<file path="src/design/dsg_params.svh">
// Constants of the deserializer output gating and lock block.
`ifndef DSG_PARAMS_SVH
`define DSG_PARAMS_SVH

// ****************************************
// Geometry
// ****************************************
`define DSG_LANES 3
`define DSG_PAYLOAD_W 7
`define DSG_WORD_W 9
`define DSG_OUT_W 21
`define DSG_IND_HI 8
`define DSG_IND_LO 7
`define DSG_MAX_DSV 10

// ****************************************
// Timing
// ****************************************
`define DSG_CLK_PERIOD_NS 50
`define DSG_LOCK_PERIODS 32800
`define DSG_LOSS_TIME_NS 1000
`define DSG_LOSS_CYCLES ((`DSG_LOSS_TIME_NS + `DSG_CLK_PERIOD_NS - 1) / `DSG_CLK_PERIOD_NS)
`define DSG_MUX_GAP_NS 100
`define DSG_MUX_GAP_CYCLES ((`DSG_MUX_GAP_NS + `DSG_CLK_PERIOD_NS - 1) / `DSG_CLK_PERIOD_NS)

`endif

</file>
<file path="src/design/dsg_pkg.sv">
// Types of the deserializer output gating and lock block.
`default_nettype none
package dsg_pkg;
	typedef enum logic [1:0] {
		DSG_OFF = 2'b00,
		DSG_ACQ = 2'b01,
		DSG_RUN = 2'b10
	} dsg_state_e;

	typedef logic [15:0] dsg_lock_cnt_t;
	typedef logic [4:0] dsg_loss_cnt_t;
endpackage
`default_nettype wire

</file>
<file path="src/design/dsg_top.sv">
// Output gating, lock timing and loss detection of the three-lane deserializer.
`timescale 1ns/100ps
`default_nettype none
`include "dsg_params.svh"

module dsg_top #(
	parameter int LOCK_PERIODS = `DSG_LOCK_PERIODS
) (
	// Clock and reset
	input wire logic ref_clk,
	input wire logic reset,
	// Pins from outside the domain
	input wire logic power_down_n,
	input wire logic balance_mode_select,
	input wire logic lvds_clock_in,
	input wire logic [`DSG_LANES-1:0] lvds_data_open,
	input wire logic lvds_clock_open,
	// Lane words from the serial front end
	input wire logic [`DSG_WORD_W-1:0] lvds_data_in_0,
	input wire logic [`DSG_WORD_W-1:0] lvds_data_in_1,
	input wire logic [`DSG_WORD_W-1:0] lvds_data_in_2,
	// Parallel outputs
	output logic [`DSG_OUT_W-1:0] parallel_data_out,
	output logic parallel_data_oe_n,
	output logic parallel_clock_out,
	output logic parallel_clock_oe_n,
	output logic locked
);

	// ****************************************
	// Synchronisers
	// ****************************************
	localparam int SYNC_W = 4 + `DSG_LANES + 3 * `DSG_WORD_W;
	logic [SYNC_W-1:0] sync1_q;
	logic [SYNC_W-1:0] sync2_q;

	always_ff @(posedge ref_clk or posedge reset) begin
		if (reset) begin
			sync1_q <= '0;
			sync2_q <= '0;
		end else begin
			sync1_q <= {power_down_n, balance_mode_select, lvds_clock_in, lvds_clock_open,
				lvds_data_open, lvds_data_in_2, lvds_data_in_1, lvds_data_in_0};
			sync2_q <= sync1_q;
		end
	end

	logic pd_n_s;
	logic bal_s;
	logic clk_s;
	logic clk_open_s;
	logic [`DSG_LANES-1:0] lane_open_s;
	logic [3*`DSG_WORD_W-1:0] words_s;
	assign {pd_n_s, bal_s, clk_s, clk_open_s, lane_open_s, words_s} = sync2_q;

	// ****************************************
	// Input clock edges
	// ****************************************
	logic clk_prev_q;
	logic clk_rise;

	always_ff @(posedge ref_clk or posedge reset) begin
		if (reset) begin
			clk_prev_q <= 1'b0;
		end else begin
			clk_prev_q <= clk_s;
		end
	end

	assign clk_rise = clk_s && !clk_prev_q;

	// ****************************************
	// Mode and loss detection
	// ****************************************
	// Mode pin pulls high when open, so an undriven pin reads as balanced
	logic balanced;
	assign balanced = bal_s;

	// Frequency detector: no edge within the loss window means stopped or too slow
	dsg_pkg::dsg_loss_cnt_t loss_cnt_q;
	logic freq_lost;

	always_ff @(posedge ref_clk or posedge reset) begin
		if (reset) begin
			loss_cnt_q <= '0;
		end else if (clk_rise) begin
			loss_cnt_q <= '0;
		end else if (loss_cnt_q != dsg_pkg::dsg_loss_cnt_t'(`DSG_LOSS_CYCLES)) begin
			loss_cnt_q <= loss_cnt_q + 5'h01;
		end
	end

	assign freq_lost = loss_cnt_q == dsg_pkg::dsg_loss_cnt_t'(`DSG_LOSS_CYCLES);

	logic clock_lost;
	// Open-input forcing only counts outside balanced mode
	assign clock_lost = balanced ? freq_lost : clk_open_s;

	// ****************************************
	// Lock state machine
	// ****************************************
	dsg_pkg::dsg_state_e state_q;
	dsg_pkg::dsg_lock_cnt_t lock_cnt_q;
	logic lock_done;

	assign lock_done = lock_cnt_q == dsg_pkg::dsg_lock_cnt_t'(LOCK_PERIODS - 1);

	always_ff @(posedge ref_clk or posedge reset) begin
		if (reset) begin
			state_q <= dsg_pkg::DSG_OFF;
		end else if (!pd_n_s) begin
			state_q <= dsg_pkg::DSG_OFF;
		end else begin
			unique case (state_q)
				dsg_pkg::DSG_OFF: begin
					state_q <= dsg_pkg::DSG_ACQ;
				end
				dsg_pkg::DSG_ACQ: begin
					// Counting waits for edges, so a late clock only delays lock
					if (clock_lost) begin
						state_q <= dsg_pkg::DSG_ACQ;
					end else if (clk_rise && lock_done) begin
						state_q <= dsg_pkg::DSG_RUN;
					end
				end
				dsg_pkg::DSG_RUN: begin
					if (clock_lost) begin
						state_q <= dsg_pkg::DSG_ACQ;
					end
				end
				default: begin
					state_q <= dsg_pkg::DSG_OFF;
				end
			endcase
		end
	end

	always_ff @(posedge ref_clk or posedge reset) begin
		if (reset) begin
			lock_cnt_q <= '0;
		end else if (!pd_n_s || clock_lost || state_q != dsg_pkg::DSG_ACQ) begin
			lock_cnt_q <= '0;
		end else if (clk_rise && !lock_done) begin
			lock_cnt_q <= lock_cnt_q + 16'h0001;
		end
	end

	// ****************************************
	// Lanes
	// ****************************************
	logic [`DSG_OUT_W-1:0] payload_all;

	genvar g;
	generate
		for (g = 0; g < `DSG_LANES; g++) begin : g_lane
			dsg_lane u_lane (
				.ref_clk(ref_clk),
				.reset(reset),
				.capture(clk_rise),
				.balanced(balanced),
				.lane_open(lane_open_s[g]),
				.word(words_s[g*`DSG_WORD_W +: `DSG_WORD_W]),
				.payload(payload_all[g*`DSG_PAYLOAD_W +: `DSG_PAYLOAD_W])
			);
		end
	endgenerate

	// ****************************************
	// Output gating
	// ****************************************
	logic run;
	// Power-down drops the lock flag on the same edge that releases the outputs
	assign run = state_q == dsg_pkg::DSG_RUN && !clock_lost && pd_n_s;

	always_ff @(posedge ref_clk or posedge reset) begin
		if (reset) begin
			parallel_data_oe_n <= 1'b1;
			parallel_clock_oe_n <= 1'b1;
		end else begin
			parallel_data_oe_n <= state_q == dsg_pkg::DSG_OFF || !pd_n_s;
			parallel_clock_oe_n <= state_q == dsg_pkg::DSG_OFF || !pd_n_s;
		end
	end

	always_ff @(posedge ref_clk or posedge reset) begin
		if (reset) begin
			parallel_data_out <= '0;
			parallel_clock_out <= 1'b0;
			locked <= 1'b0;
		end else if (!run) begin
			// Held low while acquiring or after loss, so the bus never sees stale data
			parallel_data_out <= '0;
			parallel_clock_out <= 1'b0;
			locked <= 1'b0;
		end else begin
			parallel_data_out <= payload_all;
			parallel_clock_out <= clk_prev_q;
			locked <= 1'b1;
		end
	end

endmodule
`default_nettype wire

</file>
<file path="src/design/dsg_lane.sv">
// One lane: payload recovery and per-lane forcing.
`timescale 1ns/100ps
`default_nettype none
`include "dsg_params.svh"

module dsg_lane (
	// Clock and reset
	input wire logic ref_clk,
	input wire logic reset,
	// Control
	input wire logic capture,
	input wire logic balanced,
	input wire logic lane_open,
	// Data
	input wire logic [`DSG_WORD_W-1:0] word,
	output logic [`DSG_PAYLOAD_W-1:0] payload
);

	// ****************************************
	// Decode
	// ****************************************
	// Indicator pair 10 marks an inverted group; 01 or anything else passes as sent
	function automatic logic [`DSG_PAYLOAD_W-1:0] restore(input logic [`DSG_WORD_W-1:0] w);
		if (w[`DSG_IND_HI] && !w[`DSG_IND_LO]) begin
			restore = ~w[`DSG_PAYLOAD_W-1:0];
		end else begin
			restore = w[`DSG_PAYLOAD_W-1:0];
		end
	endfunction

	always_ff @(posedge ref_clk or posedge reset) begin
		if (reset) begin
			payload <= '0;
		end else if (capture) begin
			if (!balanced && lane_open) begin
				payload <= '0;
			end else if (balanced) begin
				payload <= restore(word);
			end else begin
				payload <= word[`DSG_PAYLOAD_W-1:0];
			end
		end
	end

endmodule
`default_nettype wire

</file>
<file path="config.mk">
export PLATFORM = sky130hd
export DESIGN_NAME = dsg_top
export DESIGN_NICKNAME = d
export VERILOG_FILES = /design/src/design/dsg_pkg.sv /design/src/design/dsg_top.sv /design/src/design/dsg_lane.sv
export VERILOG_INCLUDE_DIRS = /design/src /design/src/design
export SDC_FILE = /design/constraint.sdc
export NUM_CORES = 1
export LEC_CHECK = 0
export BUFFER_PORTS_ARGS = -buffer_cell sky130_fd_sc_hd__buf_4
export CAP_MARGIN = 25
export CORE_MARGIN = 2
export CORE_UTILIZATION = 45
export CTS_BUF_LIST = sky130_fd_sc_hd__clkbuf_4
export CTS_CLUSTER_DIAMETER = 50
export DETAILED_ROUTE_END_ITERATION = 8
export GPL_ROUTABILITY_DRIVEN = 0
export PLACE_DENSITY_LB_ADDON = 0.2
export SLEW_MARGIN = 0
export SYNTH_ARGS = -nofsm -noshare
export SYNTH_HDL_FRONTEND = slang
export SYNTH_SLANG_ARGS = --single-unit
</file>
<file path="constraint.sdc">
create_clock -name ref_clk -period 5.1 [get_ports ref_clk]
set_input_delay 0.765 -clock ref_clk [delete_from_list [all_inputs] [get_ports ref_clk]]
set_output_delay 0.765 -clock ref_clk [all_outputs]
set_load 0.05 [all_outputs]
</file>
Word-level counts from Yosys, hierarchy flattened
Index checks and enable logic that the tools add are counted.
- register bits: 137
- input port bits: 36
- logic and storage cells: 74
- $add $sub $neg: 2
- eq/ne operators: 8
- muxes and demuxes: 22
- bitwise logic cells: 3
- reduce and logical (&&, ||, !) cells: 26
- operators with widths (cell ; number):
    7-bit two-way mux ; 9
    16-bit two-way mux ; 2
    21-bit two-way mux ; 1
    7-bit NOT ; 3
    16-bit by 1-bit adder with 16-bit output, second input constant ; 1
    16-bit == test, second input constant ; 1
    1-bit logical AND ; 11
    5-bit two-way mux ; 2
    1-bit zero test ; 8
    2-bit two-way mux ; 4
    2-bit one-hot mux with 3 select lines ; 1
    5-bit by 1-bit adder with 5-bit output, second input constant ; 1
    5-bit == test, second input constant ; 1
    5-bit inequality test, second input constant ; 1
    4-bit inequality test, second input constant ; 1
    2-bit nonzero test ; 2
    1-bit logical OR ; 3
    1-bit two-way mux ; 3
    3-bit inequality test, second input constant ; 1
    2-bit by 1-bit == test with 1-bit output, second input constant ; 1
    2-bit == test, second input constant ; 1
    2-bit zero test ; 1
    2-bit by 1-bit inequality test with 1-bit output, second input constant ; 1
    2-bit AND reduction ; 1

Longest topological paths before layout
Gate-level depths: netlist (run 1).
- depth in word-level cells: 7
- gate-level depth with buffers: 8
- mapped depth without buffers: 6

Modules after synthesis
From an unflattened synthesis (run 1), not the netlist that was laid out.
- cells, all modules: 337
- area, all modules: 4742.0 sq um
- modules (own cells, without submodules) (module ; instances ; cells each ; area an instance (sq um) ; sequential area each (sq um)):
    dsg_top ; 1 ; 256 ; 3788.6 ; 2904.0
    dsg_lane ; 3 ; 27 ; 317.8 ; 175.2

Worst setup path before layout (run 1)
OpenSTA, ideal clock, no wires.
- path type: reg2reg
- from: reg loss_cnt_q[0]
- to: reg lock_cnt_q[10]
- library setup time: 68 ps
- data arrival time: 1808 ps
- required time: 5032 ps
- path slack: 3225 ps
- stages on the path, launching flop included: 8
- path buffers: 1
- period minus slack after synthesis: 1875 ps
- path through: dfrtp_1 > inv_1 > ha_1 > and4b_1 > buf_2 > a211o_1 > or4_1 > nand2_1
- cells in the longest elaborated chain, start to end: 5
- elaborated cells between the ends (all ways): 6
- classes of those cells: eq/ne: 1; mux: 2; reduce/logical: 3
- ends and longest elaborated chain (item ; RTL line ; text):
    start, declared ; dsg_top.sv:80 ; dsg_pkg::dsg_loss_cnt_t loss_cnt_q;
    start signal, assigned ; dsg_top.sv:89 ; loss_cnt_q <= loss_cnt_q + 5'h01;
    5-bit == test (*) ; dsg_top.sv:93 ; assign freq_lost = loss_cnt_q == dsg_pkg::dsg_loss_cnt_t'(`DSG_LOSS_CYCLES);
    1-bit two-way mux (*) ; dsg_top.sv:97 ; assign clock_lost = balanced ? freq_lost : clk_open_s;
    1-bit logical OR (*) (2 in series) ; dsg_top.sv:141 ; end else if (!pd_n_s || clock_lost || state_q != dsg_pkg::DSG_ACQ) begin
    16-bit two-way mux or 2-bit nonzero test (tied branches) ; -- ;
    end signal, assigned ; dsg_top.sv:144 ; lock_cnt_q <= lock_cnt_q + 16'h0001;
    end, declared ; dsg_top.sv:103 ; dsg_pkg::dsg_lock_cnt_t lock_cnt_q;
Mark *: on every way between the ends. The rest lies on a longest branch, timed or not.
A chain may end at the register's enable or synchronous reset.

Final worst setup path (run 1)
- from: reg loss_cnt_q[0]
- to: reg parallel_data_out[6]
- cells in the longest elaborated chain, start to end: 6
- ends and longest elaborated chain (item ; RTL line ; text):
    5-bit == test ; dsg_top.sv:93 ;
    1-bit two-way mux ; dsg_top.sv:97 ;
    1-bit zero test ; dsg_top.sv:173 ; assign run = state_q == dsg_pkg::DSG_RUN && !clock_lost && pd_n_s;
    1-bit logical AND (2 in series) ; dsg_top.sv:173 ;
    21-bit two-way mux ; dsg_top.sv:190 ; end else if (!run) begin
    end signal, assigned ; dsg_top.sv:196 ; parallel_data_out <= payload_all;
    end, declared ; dsg_top.sv:23 ; output logic [`DSG_OUT_W-1:0] parallel_data_out,
No other way between the ends.

==> flow_metrics.tcl, run 1 <==
set metrics [dict create \
    synthTopCellsByArea "dfrtp_1 72%, xor2_1 4.6%, o21ai_0 3.5%" \
    yosysWarnings 0 \
    crit_fanout 24 \
    power_density_nw_per_um2 355.7 \
    synth-async-reset-ratio_pct 100.0 \
    cp.arrival_ps 2630 \
    cts_setup_buffers 0 \
    grt_overflow_total 0 \
    vias_per_cell 4.700 \
    regArea_um2 3430 \
    yosysTopAreaCell "dfrtp_1" \
    syn_area_per_cell_um2 13.47 \
    drt_iter0_drc 141 \
    netlist_instances 350 \
    synth_area_um2 4716 \
    coreArea_um2 10230 \
    pre_cts_ws_ps 2905 \
    tightestPinTransition_ps 930.8 \
    ys_ff_latch 137 \
    min_period_ps 2189 \
    wl_mm 7.416 \
    intPower_uw 1496 \
    ys_seq_area_share_pct 72.72 \
    pwr-share-comb_pct 5.9 \
    cts_buffers 17 \
    area_growth_pct 18.17 \
    cts-root-buf "clkbuf_4" \
    outcome "complete, no violations" \
    finalCritPeriodShare_pct 42.91 \
    std_cell_rows 37 \
    synthTopCellsByCount "136 x dfrtp_1, 33 x o21ai_0, 29 x nand2_1, 25 x xor2_1, 23 x and2_1" \
    nets 456 \
    wire_per_inst_um 13.10 \
    synthFlopType "dfrtp_1" \
    reg2reg_slack_ps 2910 \
    io_pins 61 \
    ys_types 38 \
    finalHoldViolCount 0 \
    clk_pin_slew_ps 110 \
    fillCellCount 895 \
    irDropWorstVdd_mv 0.1971 \
    p_clk_share_pct 34.4 \
    finalSetupViolCount 0 \
    cp-start-kind "register" \
    synth.most_common_cell "dfrtp_1" \
    cp.required_ps 5550 \
    route.vias.total 2660 \
    grt_antenna_before_repair 0 \
    grt_pass1_wl_mm 12.73 \
    design.die.area_um2 11310 \
    h-tree-depth 4 \
    first_pass_iters 4 \
    p_sw_share_pct 24.53 \
    grt_max_degree 85 \
    multi_input_area_um2 1182 \
    cts_resized 0 \
    synth_edf_count 0 \
    yosysTopAreaCellShare_pct 72.17 \
    ant_nets 0 \
    setup_tns_ps 0 \
    p_leak_uw 0.002593 \
    worst_setup_path_end_kind "register" \
    hpwl_mm 4.984 \
    clock_latency_ps 510 \
    finalClockSkew_ps 14.07 \
    drive_above_1_share_pct 23.95 \
    grt_pass1_vias 2664 \
    fmax_ghz 0.4569 \
    rsz0062_at_grt "false" \
    cts.sinks 137 \
    netSwitchingPower_uw 486.1 \
    cts_tree "yes" \
    hold_buffers 0 \
    drv_cap 0 \
    seqPwrFrac_pct 59.7 \
    dieHeight_um 106.4 \
    start_util_pct 46.09 \
    syn-num-nets 389 \
    layout_setup_ws_ps 2911 \
    n_antenna_cell 0 \
    clk_path_buf_depth 2 \
    holdCritPathClass "input pin to register" \
    route.detailed.drc 0 \
    drv_slew 0 \
    dieWidth_um 106.4 \
    track_usage_pct 14.99 \
    critPathKind "register to register" \
    portBuffers 60 \
    slew-limit-headroom_pct 37.82 \
]
==> worst paths after layout <==
check                                        to  cells after the start              start
hold / removal                       sync1_q[9]                      1  lvds_data_in_1[0]
hold reg to reg                      sync2_q[5]                      0         sync1_q[5]
min in group asynchronous           sync1_q[25]                      2              reset
setup reg to reg           parallel_data_out[6]                      6      loss_cnt_q[0]
setup / recovery           parallel_data_out[6]                      6      loss_cnt_q[0]
max in group asynchronous        lock_cnt_q[11]                      3              reset
==> kinds of logic after synthesis <==
family | after synthesis | share of synthesized area, %
AO/OA/AOI/OAI | 49 | 6.103
flip-flops | 137 | 72.72
multiplexers | 1 | 0.2123
AND/OR/NAND/NOR | 107 | 12.58
buffers and inverters | 24 | 2.202
XOR/XNOR | 29 | 5.386
adder cells (fa/ha/maj) | 3 | 0.7961
==> flip-flops by register name, summed over array words and instances, names as in the netlist, 2 cells and up <==
name and cells:
lock_cnt_q 16, loss_cnt_q 5, parallel_data_out 21, sync1_q 34, sync2_q 34, g_lane.u_lane.payload 21
state_q 2
==> per-stage QoR <==
stage          utilization [%]  hold slack [ps]  std cells  power, uW  cell area, um2
6_report                 54.47            351.0        566       1982            5573
5_1_grt                  54.47            290.6        566       2088            5573
4_1_cts                  54.47            294.9        566       2013            5573
3_5_place_dp             51.67            334.7        534       1326            5286
3_3_place_gp             51.67            332.2        534       1319            5286
2_1_floorplan                -            331.2        350       1276            4716
==> layout make-up <==
cell class / instances / share of cell area (%)
sequential: 137 / 61.54
tap: 136 / 3.053
inverter: 11 / 0.8307
clock buffer: 18 / 2.425
timing repair buffer: 61 / 8.217
multi-input combinational: 189 / 21.22
clock inverter: 14 / 2.717
==> power groups by stage <==
stage	registers, uW	logic, uW	clock network, uW
floorplan	1200	80.4	0
detailed placement	1210	120	0
global placement	1200	116	0
finish	1180	117	682
global route	1190	139	756
CTS	1180	120	709
==> cell usage in the layout, fill, tap and decap left out, types with 4 or more instances in the layout <==
cell and count:
clkinvlp_4 5, nand3b_1 4, o21ai_0 33, or3_1 6
clkbuf_4 18, a21oi_1 9, buf_4 61, and2_1 23
inv_1 10, xnor2_1 4, nand3_1 6, nand2_1 29
xor2_1 25, dfrtp_1 136, clkinv_4 4, nor2_1 11
nand4_1 6
==> metal layers <==
metal / share of wire [%] / wire [um] / vias up / track usage, %
li1: - / - / 1300 / -
met1: 44 / 3268 / 1297 / 19.52
met2: 51 / 3747 / 55 / 23.31
met3: 4.3 / 318 / 8 / 4.476
met4: 1.1 / 81 / 0 / 6.767
met5: 0 / 0 / - / 0
==> worst max-delay path: stages, from the launching register on <==
cell,delay [ps]
dfrtp_1,380
inv_1,80
ha_1,190
and4b_1,270
a21oi_1,240
and4b_1,730
and2_1,230
No activity file was read; power rests on OpenSTA's default activity.
==> run 2, diff against run 1 <==
==> constraint.sdc (replaced) <==
create_clock -name ref_clk -period 2.1 [get_ports ref_clk]
set_input_delay 0.315 -clock ref_clk [delete_from_list [all_inputs] [get_ports ref_clk]]
set_output_delay 0.315 -clock ref_clk [all_outputs]
set_load 0.05 [all_outputs]
==> run 2 against run 1 <==
First-iteration DRC count shrank 33%; sequential cell count is the same; combinational power grew to 3.0 times the previous value; design area grew 7.4%; sequential share of layout area shrank 4.2 points; sequential power grew 140%; clock power grew 130%; highest routed layer unchanged.
==> flow_metrics.tcl, run 2 (synthesis results as in run 1) <==
set metrics [dict create \
    finalHoldViolCount 0 \
    crit_fanout 24 \
    cts_tree "yes" \
    drt_iter0_drc 95 \
    grt_pass1_vias 2829 \
    layout_setup_ws_ps 162.3 \
    fmax_ghz 0.5161 \
    clk_pin_slew_ps 120 \
    wl_mm 7.839 \
    slowest_stage "dfrtp_1" \
    cts-root-buf "clkbuf_4" \
    nets 500 \
    cts_buffers 17 \
    grt_overflow_total 0 \
    holdCritPathClass "register to register" \
    finalClockSkew_ps 16.06 \
    outcome "complete, no violations" \
    track_usage_pct 15.58 \
    finalSetupViolCount 0 \
    cp_top_family "simple AND/OR/NAND/NOR gates" \
    ant_nets 0 \
    final_cell_area_um2 5984 \
    n_antenna_cell 0 \
    min_period_ps 1938 \
    cp.arrival_ps 2340 \
    dieHeight_um 106.4 \
    io_pins 61 \
    dieWidth_um 106.4 \
    wire_per_inst_um 12.85 \
    first_pass_iters 4 \
    setup_tns_ps 0 \
    mostFrequentLayoutCells "136 x dfrtp_1, 68 x buf_4, 35 x dlygate4sd3_1, 33 x o21ai_0, 29 x nand2_1" \
    critPathKind "register to register" \
    top_regs "sync1_q: 34 flops, sync2_q: 34 flops" \
    coreArea_um2 10230 \
    cts_resized 0 \
    vias_per_cell 4.590 \
    route.vias.total 2800 \
    drv_cap 0 \
    hpwl_mm 4.880 \
    cts.sinks 137 \
    route.detailed.drc 0 \
    drive_above_1_share_pct 23.42 \
    finalCritPeriodShare_pct 92.27 \
    clock_latency_ps 510 \
    grt_antenna_before_repair 0 \
    slew-limit-headroom_pct 49.97 \
    crit_path_cell_trace "inv_1 > ha_1 > and4b_1 > a21oi_1 > and4b_1 > buf_12 > a31o_2" \
    cp.required_ps 2500 \
    pre_cts_ws_ps 105.2 \
    irDropWorstVdd_mv 0.4671 \
    final_common_cell "dfrtp_1" \
    worst_setup_path_end_kind "register" \
    path_common_cell "and4b_1" \
    cp-start-kind "register" \
    power_density_nw_per_um2 796.8 \
    cp_num_buf_inv 2 \
    p_leak_uw 0.002776 \
    tightestPinTransition_ps 750.4 \
    cpPeakStageDelay_ps 420 \
    h-tree-depth 4 \
    fillCellCount 826 \
    portBuffers 60 \
    grt_max_degree 138 \
    grt_pass1_wl_mm 13.20 \
    start_util_pct 46.09 \
    design.die.area_um2 11310 \
    area_growth_pct 26.90 \
    drv_slew 0 \
    clk_path_buf_depth 2 \
    rsz0062_at_grt "false" \
    final_core_util_pct 58.49 \
    std_cell_rows 37 \
    dpl_cell_area_um2 5370 \
]
## run 2: worst paths after layout
path	from	endpoint	slack [ps]	cells past startpoint
max in group asynchronous	reset	lock_cnt_q[15]	990	4
min in group asynchronous	reset	loss_cnt_q[4]	490	4
min reg2reg	sync1_q[23]	sync2_q[23]	350	0
min	sync1_q[23]	sync2_q[23]	350	0
max reg2reg	loss_cnt_q[0]	state_q[1]	160	7
max	loss_cnt_q[0]	state_q[1]	160	7
## run 2: layout make-up
class	count	area [um2]	share of cell area, %
Sequential cell	137	3430	57.31
Multi-Input combinational cell	189	1182	19.76
Timing Repair Buffer	105	900.9	15.05
Tap cell	136	170.2	2.843
Clock inverter	15	128.9	2.153
Clock buffer	17	127.6	2.133
Inverter	11	45.04	0.7527
## run 2: what timing repair did
action,CTS,global route
setup endpoints to repair,0,1
hold buffers,35,0
buffers inserted,0,1
endpoints found under the hold margin,130,0
## run 2: per-stage QoR
step,cells,total power [uW],hold slack (ps)
floorplan,350,3100,331.2
global placement,542,3206,333.4
detailed placement,542,3234,334.7
CTS,609,4855,353.7
global route,610,5047,369.2
finish,610,4769,354.4
## run 2: report_power, final
group	total, uW	internal (uW)	switching, uW
clock network	1550	512	1040
logic	351	173	178
registers	2870	2790	79.3
## run 2: worst reg2reg max path, cell delays in order (launching register included)
cell	delay, ps
dfrtp_1	420
inv_1	110
ha_1	160
and4b_1	360
a21oi_1	150
and4b_1	270
buf_12	160
a31o_2	210
## run 2: per-layer routing
layer / vias up / wire length, um / track usage (%) / share of wire [%]
li1: 1390 / - / - / -
met1: 1343 / 3453 / 19.43 / 44
met2: 56 / 3988 / 24.86 / 51
met3: 11 / 280 / 4.476 / 3.6
met4: 0 / 116 / 7.895 / 1.5
met5: - / 0 / 0 / 0
